### config.mk
export PLATFORM = sky130hd
export DESIGN_NAME = fws_host
export DESIGN_NICKNAME = d
export VERILOG_FILES = /design/src/rtl/fws_pkg.sv /design/src/rtl/fws_host.sv
export SDC_FILE = /design/constraint.sdc
export NUM_CORES = 1
export LEC_CHECK = 0
export CELL_PAD_IN_SITES_DETAIL_PLACEMENT = 0
export CELL_PAD_IN_SITES_GLOBAL_PLACEMENT = 2
export CORE_MARGIN = 5
export CORE_UTILIZATION = 43
export DETAILED_ROUTE_END_ITERATION = 8
export DONT_BUFFER_PORTS = 1
export PLACE_DENSITY = 0.84
export SLEW_MARGIN = 20
export SYNTH_ARGS = -nofsm -noshare
export SYNTH_HDL_FRONTEND = slang
export SYNTH_SLANG_ARGS = --single-unit
### constraint.sdc
create_clock -name pclk -period 2.3 [get_ports pclk]
set_input_delay 0.115 -clock pclk [delete_from_list [all_inputs] [get_ports pclk]]
set_output_delay 0.115 -clock pclk [all_outputs]
set_load 0.05 [all_outputs]
### src/rtl/fws_pkg.sv
// Constants, register map and state type for the flash write-status host.
// Assumes a 10 MHz APB clock and an asynchronous parallel flash on the pins.
package fws_pkg;

  // Clock rate and flash timing, in ns (least times, rounded up)
  localparam int unsigned CLK_MHZ    = 10;
  localparam int unsigned T_ACC_NS   = 120;  // Output strobe to valid data
  localparam int unsigned T_WP_NS    = 50;   // Write strobe low width
  localparam int unsigned T_RECOV_NS = 30;   // Strobe high between cycles
  localparam int unsigned SYNC_CYC   = 2;    // Extra wait for the data synchroniser
  localparam logic [2:0]  RD_CYC     = 3'((T_ACC_NS * CLK_MHZ + 999) / 1000 + SYNC_CYC);
  localparam logic [2:0]  WP_CYC     = 3'((T_WP_NS * CLK_MHZ + 999) / 1000);
  localparam logic [2:0]  GAP_CYC    = 3'((T_RECOV_NS * CLK_MHZ + 999) / 1000);

  // Widths
  localparam int unsigned AW = 18;  // Flash word address
  localparam int unsigned DW = 16;  // Flash data bus

  // Register byte offsets
  localparam logic [11:0] OFF_CTRL   = 12'h000;
  localparam logic [11:0] OFF_ADDR   = 12'h004;
  localparam logic [11:0] OFF_WDATA  = 12'h008;
  localparam logic [11:0] OFF_STATUS = 12'h00c;
  localparam logic [11:0] OFF_RDATA  = 12'h010;

  // Control fields
  localparam int unsigned CTRL_START = 0;
  localparam int unsigned CTRL_OP_LO = 1;

  // Operations
  localparam logic [1:0] OP_WRITE = 2'h0;  // One bus write cycle
  localparam logic [1:0] OP_READ  = 2'h1;  // One bus read cycle
  localparam logic [1:0] OP_POLLD = 2'h2;  // Polling-bit wait
  localparam logic [1:0] OP_POLLT = 2'h3;  // Activity-toggle wait

  // Status bit positions
  localparam int unsigned ST_BUSY    = 0;
  localparam int unsigned ST_DONE    = 1;
  localparam int unsigned ST_FAIL    = 2;
  localparam int unsigned ST_RDY_PIN = 3;
  localparam int unsigned ST_SECT    = 4;
  localparam int unsigned ST_TMO     = 5;
  localparam int unsigned ST_ETMR    = 6;

  // Data-bus status bit positions
  localparam int unsigned POLL_BIT = 7;
  localparam int unsigned ACT_BIT  = 6;
  localparam int unsigned TMO_BIT  = 5;
  localparam int unsigned ETMR_BIT = 3;
  localparam int unsigned SECT_BIT = 2;

  // Reset values
  localparam logic [AW-1:0] ADDR_RST = 18'h00000;
  localparam logic [DW-1:0] DATA_RST = 16'h0000;

  // Sequencer states
  typedef enum logic [2:0] {
    ST_IDLE,
    ST_SETUP,
    ST_PULSE,
    ST_GAP,
    ST_EVAL
  } fws_state_e;

endpackage : fws_pkg

### src/rtl/fws_host.sv
// Host controller that drives an asynchronous flash and tracks write status.
// Assumes software on APB starts each bus cycle or status wait, and that the
// flash data and ready/busy pins sit outside the pclk domain.
`timescale 1ns/1ns
module fws_host
  import fws_pkg::*;
(
  // Clock and reset
  input  wire logic                   pclk,
  input  wire logic                   presetn,
  // APB slave
  input  wire logic                   psel,
  input  wire logic                   penable,
  input  wire logic                   pwrite,
  input  wire logic [11:0]            paddr,
  input  wire logic [31:0]            pwdata,
  output logic      [31:0]            prdata,
  output logic                        pready,
  output logic                        pslverr,
  // Flash control pins
  output logic                        flash_ce_n,
  output logic                        flash_oe_n,
  output logic                        flash_we_n,
  output logic      [fws_pkg::AW-1:0] flash_addr,
  // Flash data bus, split into three signals
  input  wire logic [fws_pkg::DW-1:0] flash_dq_in,
  output logic      [fws_pkg::DW-1:0] flash_dq_out,
  output logic                        flash_dq_oe,
  // Open-drain ready/busy line, observed only
  input  wire logic                   ready_busy_out_n
);
  import fws_pkg::*;

  // Register map decode, shared by read and write paths
  function automatic logic mapped(input logic [11:0] a);
    mapped = (a == OFF_CTRL) || (a == OFF_ADDR) || (a == OFF_WDATA) ||
             (a == OFF_STATUS) || (a == OFF_RDATA);
  endfunction : mapped

  fws_state_e      state_q;      // Sequencer state
  logic [2:0]      cnt_q;        // Pulse and gap counter
  logic [1:0]      op_q;         // Operation in progress
  logic            is_rd_q;      // Current cycle is a read
  logic [AW-1:0]   addr_q;       // Software address register
  logic [DW-1:0]   wdata_q;      // Write data or expected value
  logic [DW-1:0]   rdata_q;      // Last captured read data
  logic [DW-1:0]   prev_q;       // Previous read, for toggle compare
  logic            have_prev_q;  // Prev holds a real sample
  logic            recheck_q;    // Timeout flag seen once
  logic            final_q;      // Next read is the clean data read
  logic            done_q;       // Sticky completion
  logic            fail_q;       // Sticky failure
  logic            sect_q;       // Sector bit seen toggling
  logic [DW-1:0]   dq_s1_q;      // Data synchroniser stages
  logic [DW-1:0]   dq_s2_q;
  logic [DW-1:0]   dq_s3_q;
  logic [2:0]      rb_sync_q;    // Ready/busy synchroniser stages
  logic            rb_lvl_q;     // Filtered ready/busy level
  logic [31:0]     prdata_q;     // Read data latched at setup
  logic            wr_en;        // APB write access phase
  logic            start;        // Software start request
  logic            eval_read;    // Read result being judged
  logic            done_set;
  logic            fail_set;
  logic            next_read;    // Eval asks for another read
  logic [DW-1:0]   dq_now;       // Stable sample at end of strobe

  // Zero-wait slave; errors only for unmapped addresses
  assign pready  = 1'b1;
  assign pslverr = psel && penable && !mapped(paddr);
  assign prdata  = prdata_q;
  assign wr_en   = psel && penable && pwrite && mapped(paddr);
  assign start   = wr_en && (paddr == OFF_CTRL) && pwdata[CTRL_START] &&
                   (state_q == ST_IDLE);
  assign dq_now  = dq_s3_q;
  assign eval_read = (state_q == ST_EVAL) && is_rd_q;

  // Decide the outcome of one read during a status wait
  always_comb begin
    done_set  = 1'b0;
    fail_set  = 1'b0;
    next_read = 1'b0;
    if (state_q == ST_EVAL) begin
      if (!is_rd_q || op_q == OP_READ || final_q) begin
        done_set = 1'b1;
      end else if (op_q == OP_POLLD) begin
        if (rdata_q[POLL_BIT] == wdata_q[POLL_BIT]) begin
          next_read = 1'b1;
        end else if (recheck_q) begin
          fail_set = 1'b1;
        end else begin
          next_read = 1'b1;
        end
      end else begin
        if (have_prev_q && rdata_q[ACT_BIT] == prev_q[ACT_BIT]) begin
          next_read = 1'b1;
        end else if (have_prev_q && recheck_q) begin
          fail_set = 1'b1;
        end else begin
          next_read = 1'b1;
        end
      end
    end
  end

  // Sequencer: setup, strobe, recovery gap, evaluation
  always_ff @(posedge pclk or negedge presetn) begin
    if (!presetn) begin
      state_q <= ST_IDLE;
      cnt_q   <= 3'h0;
      op_q    <= OP_WRITE;
      is_rd_q <= 1'b0;
    end else begin
      case (state_q)
        ST_IDLE: begin
          if (start) begin
            op_q    <= pwdata[CTRL_OP_LO +: 2];
            is_rd_q <= (pwdata[CTRL_OP_LO +: 2] != OP_WRITE);
            state_q <= ST_SETUP;
          end
        end
        ST_SETUP: begin                           // Address settles first
          cnt_q   <= is_rd_q ? RD_CYC : WP_CYC;
          state_q <= ST_PULSE;
        end
        ST_PULSE: begin
          if (cnt_q <= 3'h1) begin
            cnt_q   <= GAP_CYC;
            state_q <= ST_GAP;
          end else begin
            cnt_q <= cnt_q - 3'h1;
          end
        end
        ST_GAP: begin                             // Separates read cycles
          if (cnt_q <= 3'h1) begin
            state_q <= ST_EVAL;
          end else begin
            cnt_q <= cnt_q - 3'h1;
          end
        end
        ST_EVAL: begin
          state_q <= next_read ? ST_SETUP : ST_IDLE;
        end
        default: state_q <= ST_IDLE;
      endcase
    end
  end

  // Pin drive; address held for the whole wait
  always_ff @(posedge pclk or negedge presetn) begin
    if (!presetn) begin
      flash_ce_n   <= 1'b1;
      flash_oe_n   <= 1'b1;
      flash_we_n   <= 1'b1;
      flash_dq_oe  <= 1'b0;
      flash_addr   <= ADDR_RST;
      flash_dq_out <= DATA_RST;
    end else begin
      flash_addr   <= addr_q;
      flash_dq_out <= wdata_q;
      // Chip select stays low across a wait; reads paced by output strobe
      flash_ce_n  <= (state_q == ST_IDLE && !start) ||
                     (state_q == ST_EVAL && !next_read);
      flash_oe_n  <= !(is_rd_q && state_q == ST_SETUP) &&
                     !(is_rd_q && state_q == ST_PULSE && cnt_q > 3'h1);
      flash_we_n  <= !(!is_rd_q && state_q == ST_SETUP) &&
                     !(!is_rd_q && state_q == ST_PULSE && cnt_q > 3'h1);
      // Drive data only around a write so the bus never fights the flash
      flash_dq_oe <= !is_rd_q && (state_q == ST_SETUP || state_q == ST_PULSE);
    end
  end

  // Data and ready/busy synchronisers, three stages each
  always_ff @(posedge pclk or negedge presetn) begin
    if (!presetn) begin
      dq_s1_q   <= DATA_RST;
      dq_s2_q   <= DATA_RST;
      dq_s3_q   <= DATA_RST;
      rb_sync_q <= 3'h7;
      rb_lvl_q  <= 1'b1;
    end else begin
      dq_s1_q   <= flash_dq_in;
      dq_s2_q   <= dq_s1_q;
      dq_s3_q   <= dq_s2_q;
      rb_sync_q <= {rb_sync_q[1:0], ready_busy_out_n};
      if (rb_sync_q[1] == rb_sync_q[2]) begin
        rb_lvl_q <= rb_sync_q[2];
      end
    end
  end

  // Capture read data at the last strobe cycle; keep toggle history
  always_ff @(posedge pclk or negedge presetn) begin
    if (!presetn) begin
      rdata_q     <= DATA_RST;
      prev_q      <= DATA_RST;
      have_prev_q <= 1'b0;
      recheck_q   <= 1'b0;
      final_q     <= 1'b0;
      sect_q      <= 1'b0;
    end else if (start) begin
      have_prev_q <= 1'b0;
      recheck_q   <= 1'b0;
      final_q     <= 1'b0;
      sect_q      <= 1'b0;
    end else begin
      if (state_q == ST_PULSE && cnt_q <= 3'h1 && is_rd_q) begin
        rdata_q <= dq_now;
      end
      if (eval_read && !final_q) begin
        prev_q      <= rdata_q;
        have_prev_q <= 1'b1;
        if (have_prev_q && rdata_q[SECT_BIT] != prev_q[SECT_BIT]) begin
          sect_q <= 1'b1;
        end
        if (rdata_q[TMO_BIT]) begin
          recheck_q <= 1'b1;
        end
        if (next_read && (op_q == OP_POLLD ?
            rdata_q[POLL_BIT] == wdata_q[POLL_BIT] :
            have_prev_q && rdata_q[ACT_BIT] == prev_q[ACT_BIT])) begin
          final_q <= 1'b1;
        end
      end
    end
  end

  // Software registers; address and data locked while busy
  always_ff @(posedge pclk or negedge presetn) begin
    if (!presetn) begin
      addr_q  <= ADDR_RST;
      wdata_q <= DATA_RST;
    end else if (wr_en && state_q == ST_IDLE) begin
      if (paddr == OFF_ADDR) begin
        addr_q <= pwdata[AW-1:0];
      end
      if (paddr == OFF_WDATA) begin
        wdata_q <= pwdata[DW-1:0];
      end
    end
  end

  // Sticky outcome; a start clears, but a same-cycle set would win
  always_ff @(posedge pclk or negedge presetn) begin
    if (!presetn) begin
      done_q <= 1'b0;
      fail_q <= 1'b0;
    end else begin
      done_q <= done_set || (done_q && !start);
      fail_q <= fail_set || (fail_q && !start);
    end
  end

  // Read data latched in the setup phase, valid in the access phase
  always_ff @(posedge pclk or negedge presetn) begin
    if (!presetn) begin
      prdata_q <= 32'h00000000;
    end else if (psel && !penable) begin
      case (paddr)
        OFF_CTRL:   prdata_q <= {29'h0, op_q, 1'b0};
        OFF_ADDR:   prdata_q <= {14'h0, addr_q};
        OFF_WDATA:  prdata_q <= {16'h0, wdata_q};
        OFF_STATUS: prdata_q <= {25'h0, rdata_q[ETMR_BIT], rdata_q[TMO_BIT],
                                 sect_q, rb_lvl_q, fail_q, done_q, state_q != ST_IDLE};
        OFF_RDATA:  prdata_q <= {16'h0, rdata_q};
        default:    prdata_q <= 32'h00000000;
      endcase
    end
  end

endmodule : fws_host

## Word level (Yosys, flattened, before mapping)

Index checks and enable logic that the tools add are counted.

- Register bits: 194
- Input port bits: 66
- Output and inout bits: 72
- Word-level logic and storage cells: 155

- Add/subtract/negate cells: 1
- Order comparisons: 2
- Equality and inequality tests: 18
- Muxes and demuxes: 38
- Bitwise logic cells: 1
- Reductions and logical operators: 69

Operators by type and width:

| operator | number |
|---|---|
| 18-bit one-hot mux with 5 select lines | 1 |
| 1-bit logical AND | 30 |
| 1-bit 2-to-1 mux | 29 |
| 12-bit by 4-bit equality test with 1-bit output (second input constant) | 2 |
| 3-bit 2-to-1 mux | 6 |
| 2-bit AND reduction | 9 |
| 3-bit one-hot mux with 5 select lines | 1 |
| 12-bit by 3-bit equality test with 1-bit output (second input constant) | 1 |
| 12-bit by 5-bit equality test with 1-bit output (second input constant) | 1 |
| 12-bit logical NOT | 1 |
| 1-bit logical NOT | 10 |
| 1-bit logical OR | 10 |
| 2-bit nonzero test | 5 |
| 3-bit one-hot mux with 3 select lines | 1 |
| 3-bit by 2-bit equality test with 1-bit output (second input constant) | 2 |
| 2-bit inequality test (second input constant) | 3 |
| 3-bit nonzero test | 2 |
| 1-bit equality test | 3 |
| 3-bit by 1-bit equality test with 1-bit output (second input constant) | 1 |
| 3-bit equality test (second input constant) | 1 |
| 3-bit by 1-bit > comparator with 1-bit output (second input constant) | 1 |
| 3-bit by 1-bit <= comparator with 1-bit output (second input constant) | 1 |
| 3-bit logical NOT | 1 |
| 3-bit AND reduction | 1 |
| 6 further kinds | 6 |

## Depth between registers and ports, before layout

- Word-level depth: 12
- Gate-level depth with buffers: 8
- Depth with buffers taken out: 6

## Least setup slack after synthesis

No wires, ideal clock.

- Path kind: register to register
- Start: register cnt_q[1]
- End: register rdata_q[10]
- Setup time: 0.125 ns
- Data arrival time: 1.977 ns
- Required time: 2.175 ns
- Slack: 0.198 ns
- Stages on the path, launching flop included: 9
- Buffers on the path: 2
- Period minus slack after synthesis: 2.102 ns
- Cell sequence: dfrtp_1 inv_1 ha_1 o21ba_2 nor2_1 and3_1 clkbuf_1 buf_2 mux2_2

- Word-level cells in the longest chain between the ends: 4

Ends and longest elaborated chain:

| what | line | RTL |
|---|---|---|
| start: declaration | fws_host.sv:41 | `logic [2:0] cnt_q;` |
| start signal: assignment | fws_host.sv:123 | `cnt_q <= is_rd_q ? RD_CYC : WP_CYC;` |
| start signal: assignment | fws_host.sv:131 | `cnt_q <= cnt_q - 3'h1;` |
| start signal: assignment | fws_host.sv:138 | `cnt_q <= cnt_q - 3'h1;` |
| 3-bit by 1-bit <= comparator with 1-bit output | fws_host.sv:207 | `if (state_q == ST_PULSE && cnt_q <= 3'h1 && is_rd_q) begin` |
| 1-bit logical AND (2 in series) | fws_host.sv:207 |  |
| 2-bit AND reduction (no line) | n/a |  |
| end signal: assignment | fws_host.sv:208 | `rdata_q <= dq_now;` |
| end: declaration | fws_host.sv:46 | `logic [DW-1:0] rdata_q;` |

Every way passes these cells.
A chain may end at the register's enable or synchronous reset.

## Worst setup path after layout

- Start: register state_q[2]
- End: register addr_q[10]

- Word-level cells in the longest chain between the ends: 3

Ends and longest elaborated chain:

| what | line | RTL |
|---|---|---|
| start: declaration | fws_host.sv:40 | `fws_state_e state_q;` |
| start signal: assignment | fws_host.sv:142 | `state_q <= next_read ? ST_SETUP : ST_IDLE;` |
| 3-bit logical NOT | fws_host.sv:233 | `end else if (wr_en && state_q == ST_IDLE) begin` |
| 1-bit logical AND | fws_host.sv:233 |  |
| 2-bit AND reduction (no line) | n/a |  |
| end signal: assignment | fws_host.sv:235 | `addr_q <= pwdata[AW-1:0];` |
| end: declaration | fws_host.sv:44 | `logic [AW-1:0] addr_q;` |

Every way passes these cells.

==> reports/summary.txt <==
STA
-----------------------------------------------------------------------------------
Peak clock frequency supported by timing                                    472 MHz
Final Hold Vio Count                                                            175
Slew of the pin with the lowest slew margin                                0.534 ns
Post-route clock skew                                                    0.00682 ns
Smallest hold slack                                                       -0.611 ns
Setup repair after global routing missed its margin                           false
Slew margin rel.                                                              64.4%
Number of endpoints failing setup at the final stage                              0
Max-slew violation count                                                          0
Share of the cycle needed by the critical path after routing                  92.0%
Period minus WS final                                                       2.12 ns
Post-Route Setup TNS                                                           0 ns

GRT
-----------------------------------------------------------------------------------
Total grt overflow                                                                0
Vias in the first global route                                                3,761
Wire length of the first global-routing pass                              21,800 um
Pin count of the biggest net entering global routing                            176
All-layer global routing usage                                                16.2%
Antenna violations before repair                                                  0

FINAL LAYOUT
-----------------------------------------------------------------------------------
Post-layout net count                                                           556
Total inserted antenna cells                                                      0
Count of placed standard cells in the final layout, fillers left out            688
Fraction of final layout cells sized beyond drive strength 1                  25.2%
Syn-to-layout area delta                                                      17.6%

PWR
-----------------------------------------------------------------------------------
Leakage power                                                               3.53 nW
Sw Share                                                                      25.9%
Share of total power in sequential cells                                      48.5%
Internal power summed over all cells                                        5.59 mW
Power share of the combinational group                                        14.5%
Switching power of the nets                                                 1.95 mW
Worst supply voltage drop on vdd                                         0.000535 V
Clock power share                                                             36.9%
Total power per unit cell area                                          986 nW/um^2

SYNTH
-----------------------------------------------------------------------------------
Gate count after technology mapping                                             439
Cells taking the most area after synthesis                             dfrtp_1 (65%), mux2_2 (6.8%), mux2_4 (4.6%), dfstp_2 (2.8%), a22o_1 (2.2%)
Leading post-synthesis cells by instance count                         dfrtp_1 (168), mux2_2 (39), nand2_1 (26)
Area fraction of the dominant cell type after synthesis                       64.7%
Synth unique cells                                                               60
Count of flip-flops with a built-in enable after synthesis                        0
Cell taking the most area after synthesis                                   dfrtp_1
Prevailing post-synth register cell                                         dfrtp_1
Number of storage elements in the synthesis netlist                             175
Share of synthesized registers carrying an async set or reset                  100%
Mapped cell area                                                          6500 um^2
Mean post-synth cell area                                                 14.8 um^2
Register area share after synthesis                                           67.5%
Total of warnings raised by yosys                                                 0
Top-count cell post-synth                                                   dfrtp_1

CTS
-----------------------------------------------------------------------------------
Clock tree from TritonCTS                                                       yes
Maximum level of the CTS H-tree                                                   4
Clock buffers created by TritonCTS                                               17
Maximum count of clock buffers along a single path                                2
Count of clock tree sinks                                                       175
Insertion delay of the later-clocked pin in the worst-skew pair             0.42 ns
Clk pin slew, worst setup/hold paths                                        0.06 ns
Total setup buffers inserted after CTS                                            0
Post-cts resize count                                                             0
Number of buffers inserted by hold repair at cts                                 36
Buffer type at the clock tree root                                        clkbuf_16

WORST SETUP PATH
-----------------------------------------------------------------------------------
Signal arrival time at the worst endpoint                                   2.42 ns
Crit path required time                                                     2.60 ns
Critical Path Start Type                                                  flip-flop
Type of the setup path with the least slack                              reg -> reg
FF-to-FF path depth                                                               5
Kind of end point of the critical path                                    flip-flop
Critical-path maximum fanout                                                     14

JOB
-----------------------------------------------------------------------------------
Maximum Capacitance Violations                                                    0

STATUS
-----------------------------------------------------------------------------------
Outcome                                                                complete, but fails checks
Violated checks                                                         hold timing

PLACE
-----------------------------------------------------------------------------------
Routability Congestion                                                        0.782
Placed wire-length estimate after detailed placement                        9070 um
Number of port buffers                                                            0
Instance count after placement with tap cells included                          621

FLOORPLANNING
-----------------------------------------------------------------------------------
Die Height                                                                   133 um
Count of standard-cell rows                                                      45
Effective utilization at floorplan                                            43.3%
Core ar.                                                                15,000 um^2
Area of the die                                                         17,700 um^2
Horiz. Die Dim                                                               133 um
I/O pin cnt                                                                     138

DETAILED ROUTING
-----------------------------------------------------------------------------------
Detailed-route DRC error count                                                    0
Aggregate routed wire length                                              13,700 um
DRC marker count from the first detailed-route iteration                        270
Initial DRT Pass Iterations                                                       5
Total via count in the routed design                                          3,602
Antenna-violating nets left                                                       0
Ratio of routed vias to standard cells                                         5.24
WL/cell                                                                     19.9 um

HOLD PATH
-----------------------------------------------------------------------------------
Worst hold-check path type                                              in -> async

==> cells by family (layout without fill, tap and decap cells) <==
family / count (synthesis) / after routing / share of synthesized area (%)
flip-flops: 175 / 175 / 67.5
AO/OA/AOI/OAI: 72 / 72 / 7.85
buffers and inverters: 40 / 88 / 3.60
AND/OR/NAND/NOR: 80 / 80 / 7.89
XOR/XNOR: 4 / 4 / 0.539
other: 2 / 15 / 0.115
adder cells (fa/ha/maj): 3 / 3 / 0.539
multiplexers: 63 / 63 / 12.0
==> critical path: stages, from the launching register on <==
cell     delay, ns
dfrtp_1       0.37
or3_1         0.44
nor4_4        0.46
nand3_4       0.20
buf_12        0.22
mux2_4        0.30
==> through the flow <==
| step | setup WS [ns] | hold slack (ns) | utilization (%) | cell area [um^2] | power, mW |
|---|---|---|---|---|---|
| floorplan | 0.198 | -0.181 | - | 6550 | 4.50 |
| global placement | 0.196 | -0.175 | 44.6 | 6700 | 4.70 |
| detailed placement | 0.167 | -0.176 | 44.6 | 6700 | 4.76 |
| CTS | 0.161 | -0.640 | 50.9 | 7650 | 7.65 |
| global route | 0.0677 | -0.639 | 50.9 | 7650 | 7.92 |
| finish | 0.183 | -0.611 | 50.9 | 7650 | 7.54 |
==> registers in the layout, indices dropped and copies added, names as in the netlist, 2 cells and up <==
name,count
addr_q,18
cnt_q,3
dq_now,16
dq_s1_q,16
dq_s2_q,16
flash_addr,18
flash_dq_out,16
op_q,2
prdata,18
prev_q,2
rb_sync_q,3
rdata_q,16
state_q,3
wdata_q,16
==> cells in the final DEF, fill, tap and decap left out, types with 3 or more instances in the layout <==
| cell | netlist | routed |
|---|---|---|
| nand2_1 | 26 | 26 |
| clkinvlp_4 | 0 | 3 |
| nor2b_1 | 4 | 4 |
| a21oi_1 | 4 | 4 |
| or3_1 | 3 | 3 |
| a32o_1 | 3 | 3 |
| nand4_1 | 3 | 3 |
| buf_4 | 15 | 15 |
| dlygate4sd3_1 | 0 | 36 |
| mux2_2 | 39 | 39 |
| conb_1 | 2 | 15 |
| nand3b_1 | 3 | 3 |
| clkbuf_16 | 0 | 17 |
| mux2_4 | 20 | 20 |
| o21ai_0 | 21 | 21 |
| a22o_1 | 16 | 16 |
| clkbuf_8 | 0 | 4 |
| dfrtp_1 | 168 | 168 |
| nor2_1 | 7 | 7 |
| or2_2 | 3 | 3 |
| xnor2_1 | 3 | 3 |
| nor3_1 | 4 | 4 |
| a22oi_1 | 14 | 14 |
| inv_1 | 5 | 5 |
| mux2i_1 | 4 | 4 |
| dfstp_2 | 7 | 7 |
| nand3_1 | 3 | 3 |
==> per-layer routing <==
layer / vias to the layer above / global-route usage, % / share of wire [%]
met5: - / 0 / 0
met1: 1820 / 21.4 / 44
li1: 1628 / - / -
met3: 27 / 4.22 / 5.7
met4: 0 / 8.55 / 3.0
met2: 127 / 24.6 / 47
==> power by group through the flow <==
stage          sequential, mW  clock (mW)  combinational [mW]
5_1_grt                  3.70        3.01                1.21
3_5_place_dp             3.72           0                1.04
4_1_cts                  3.66        2.88                1.11
3_3_place_gp             3.70           0                1.00
6_report                 3.66        2.78                1.10
2_1_floorplan            3.65           0               0.854
==> final cells by class <==
cell class              count  area [um^2]
clock inverters            10          104
multi-input cells         237         1930
fillers                  1256         7380
repair buffers             52          493
well taps                 188          235
clock buffers              21          480
inverters                   5         18.8
flip-flops and latches    175         4390
==> worst paths after layout <==
check	start	slack [ns]	to
max in group asynchronous	presetn	2.51	prdata[9]$_DFFE_PN0P_
setup reg to reg	state_q[2]$_DFFE_PN0P_	0.18	addr_q[10]$_DFFE_PN0P_
hold / removal	presetn	-0.61	flash_dq_out[14]$_DFF_PN0_
setup / recovery	state_q[2]$_DFFE_PN0P_	0.18	addr_q[10]$_DFFE_PN0P_
hold reg to reg	dq_s2_q[2]$_DFF_PN0_	0.34	dq_now[2]$_DFF_PN0_
min in group pclk	paddr[2]	0.03	prdata[3]$_DFFE_PN0P_
No activity file was read; power rests on OpenSTA's default activity.
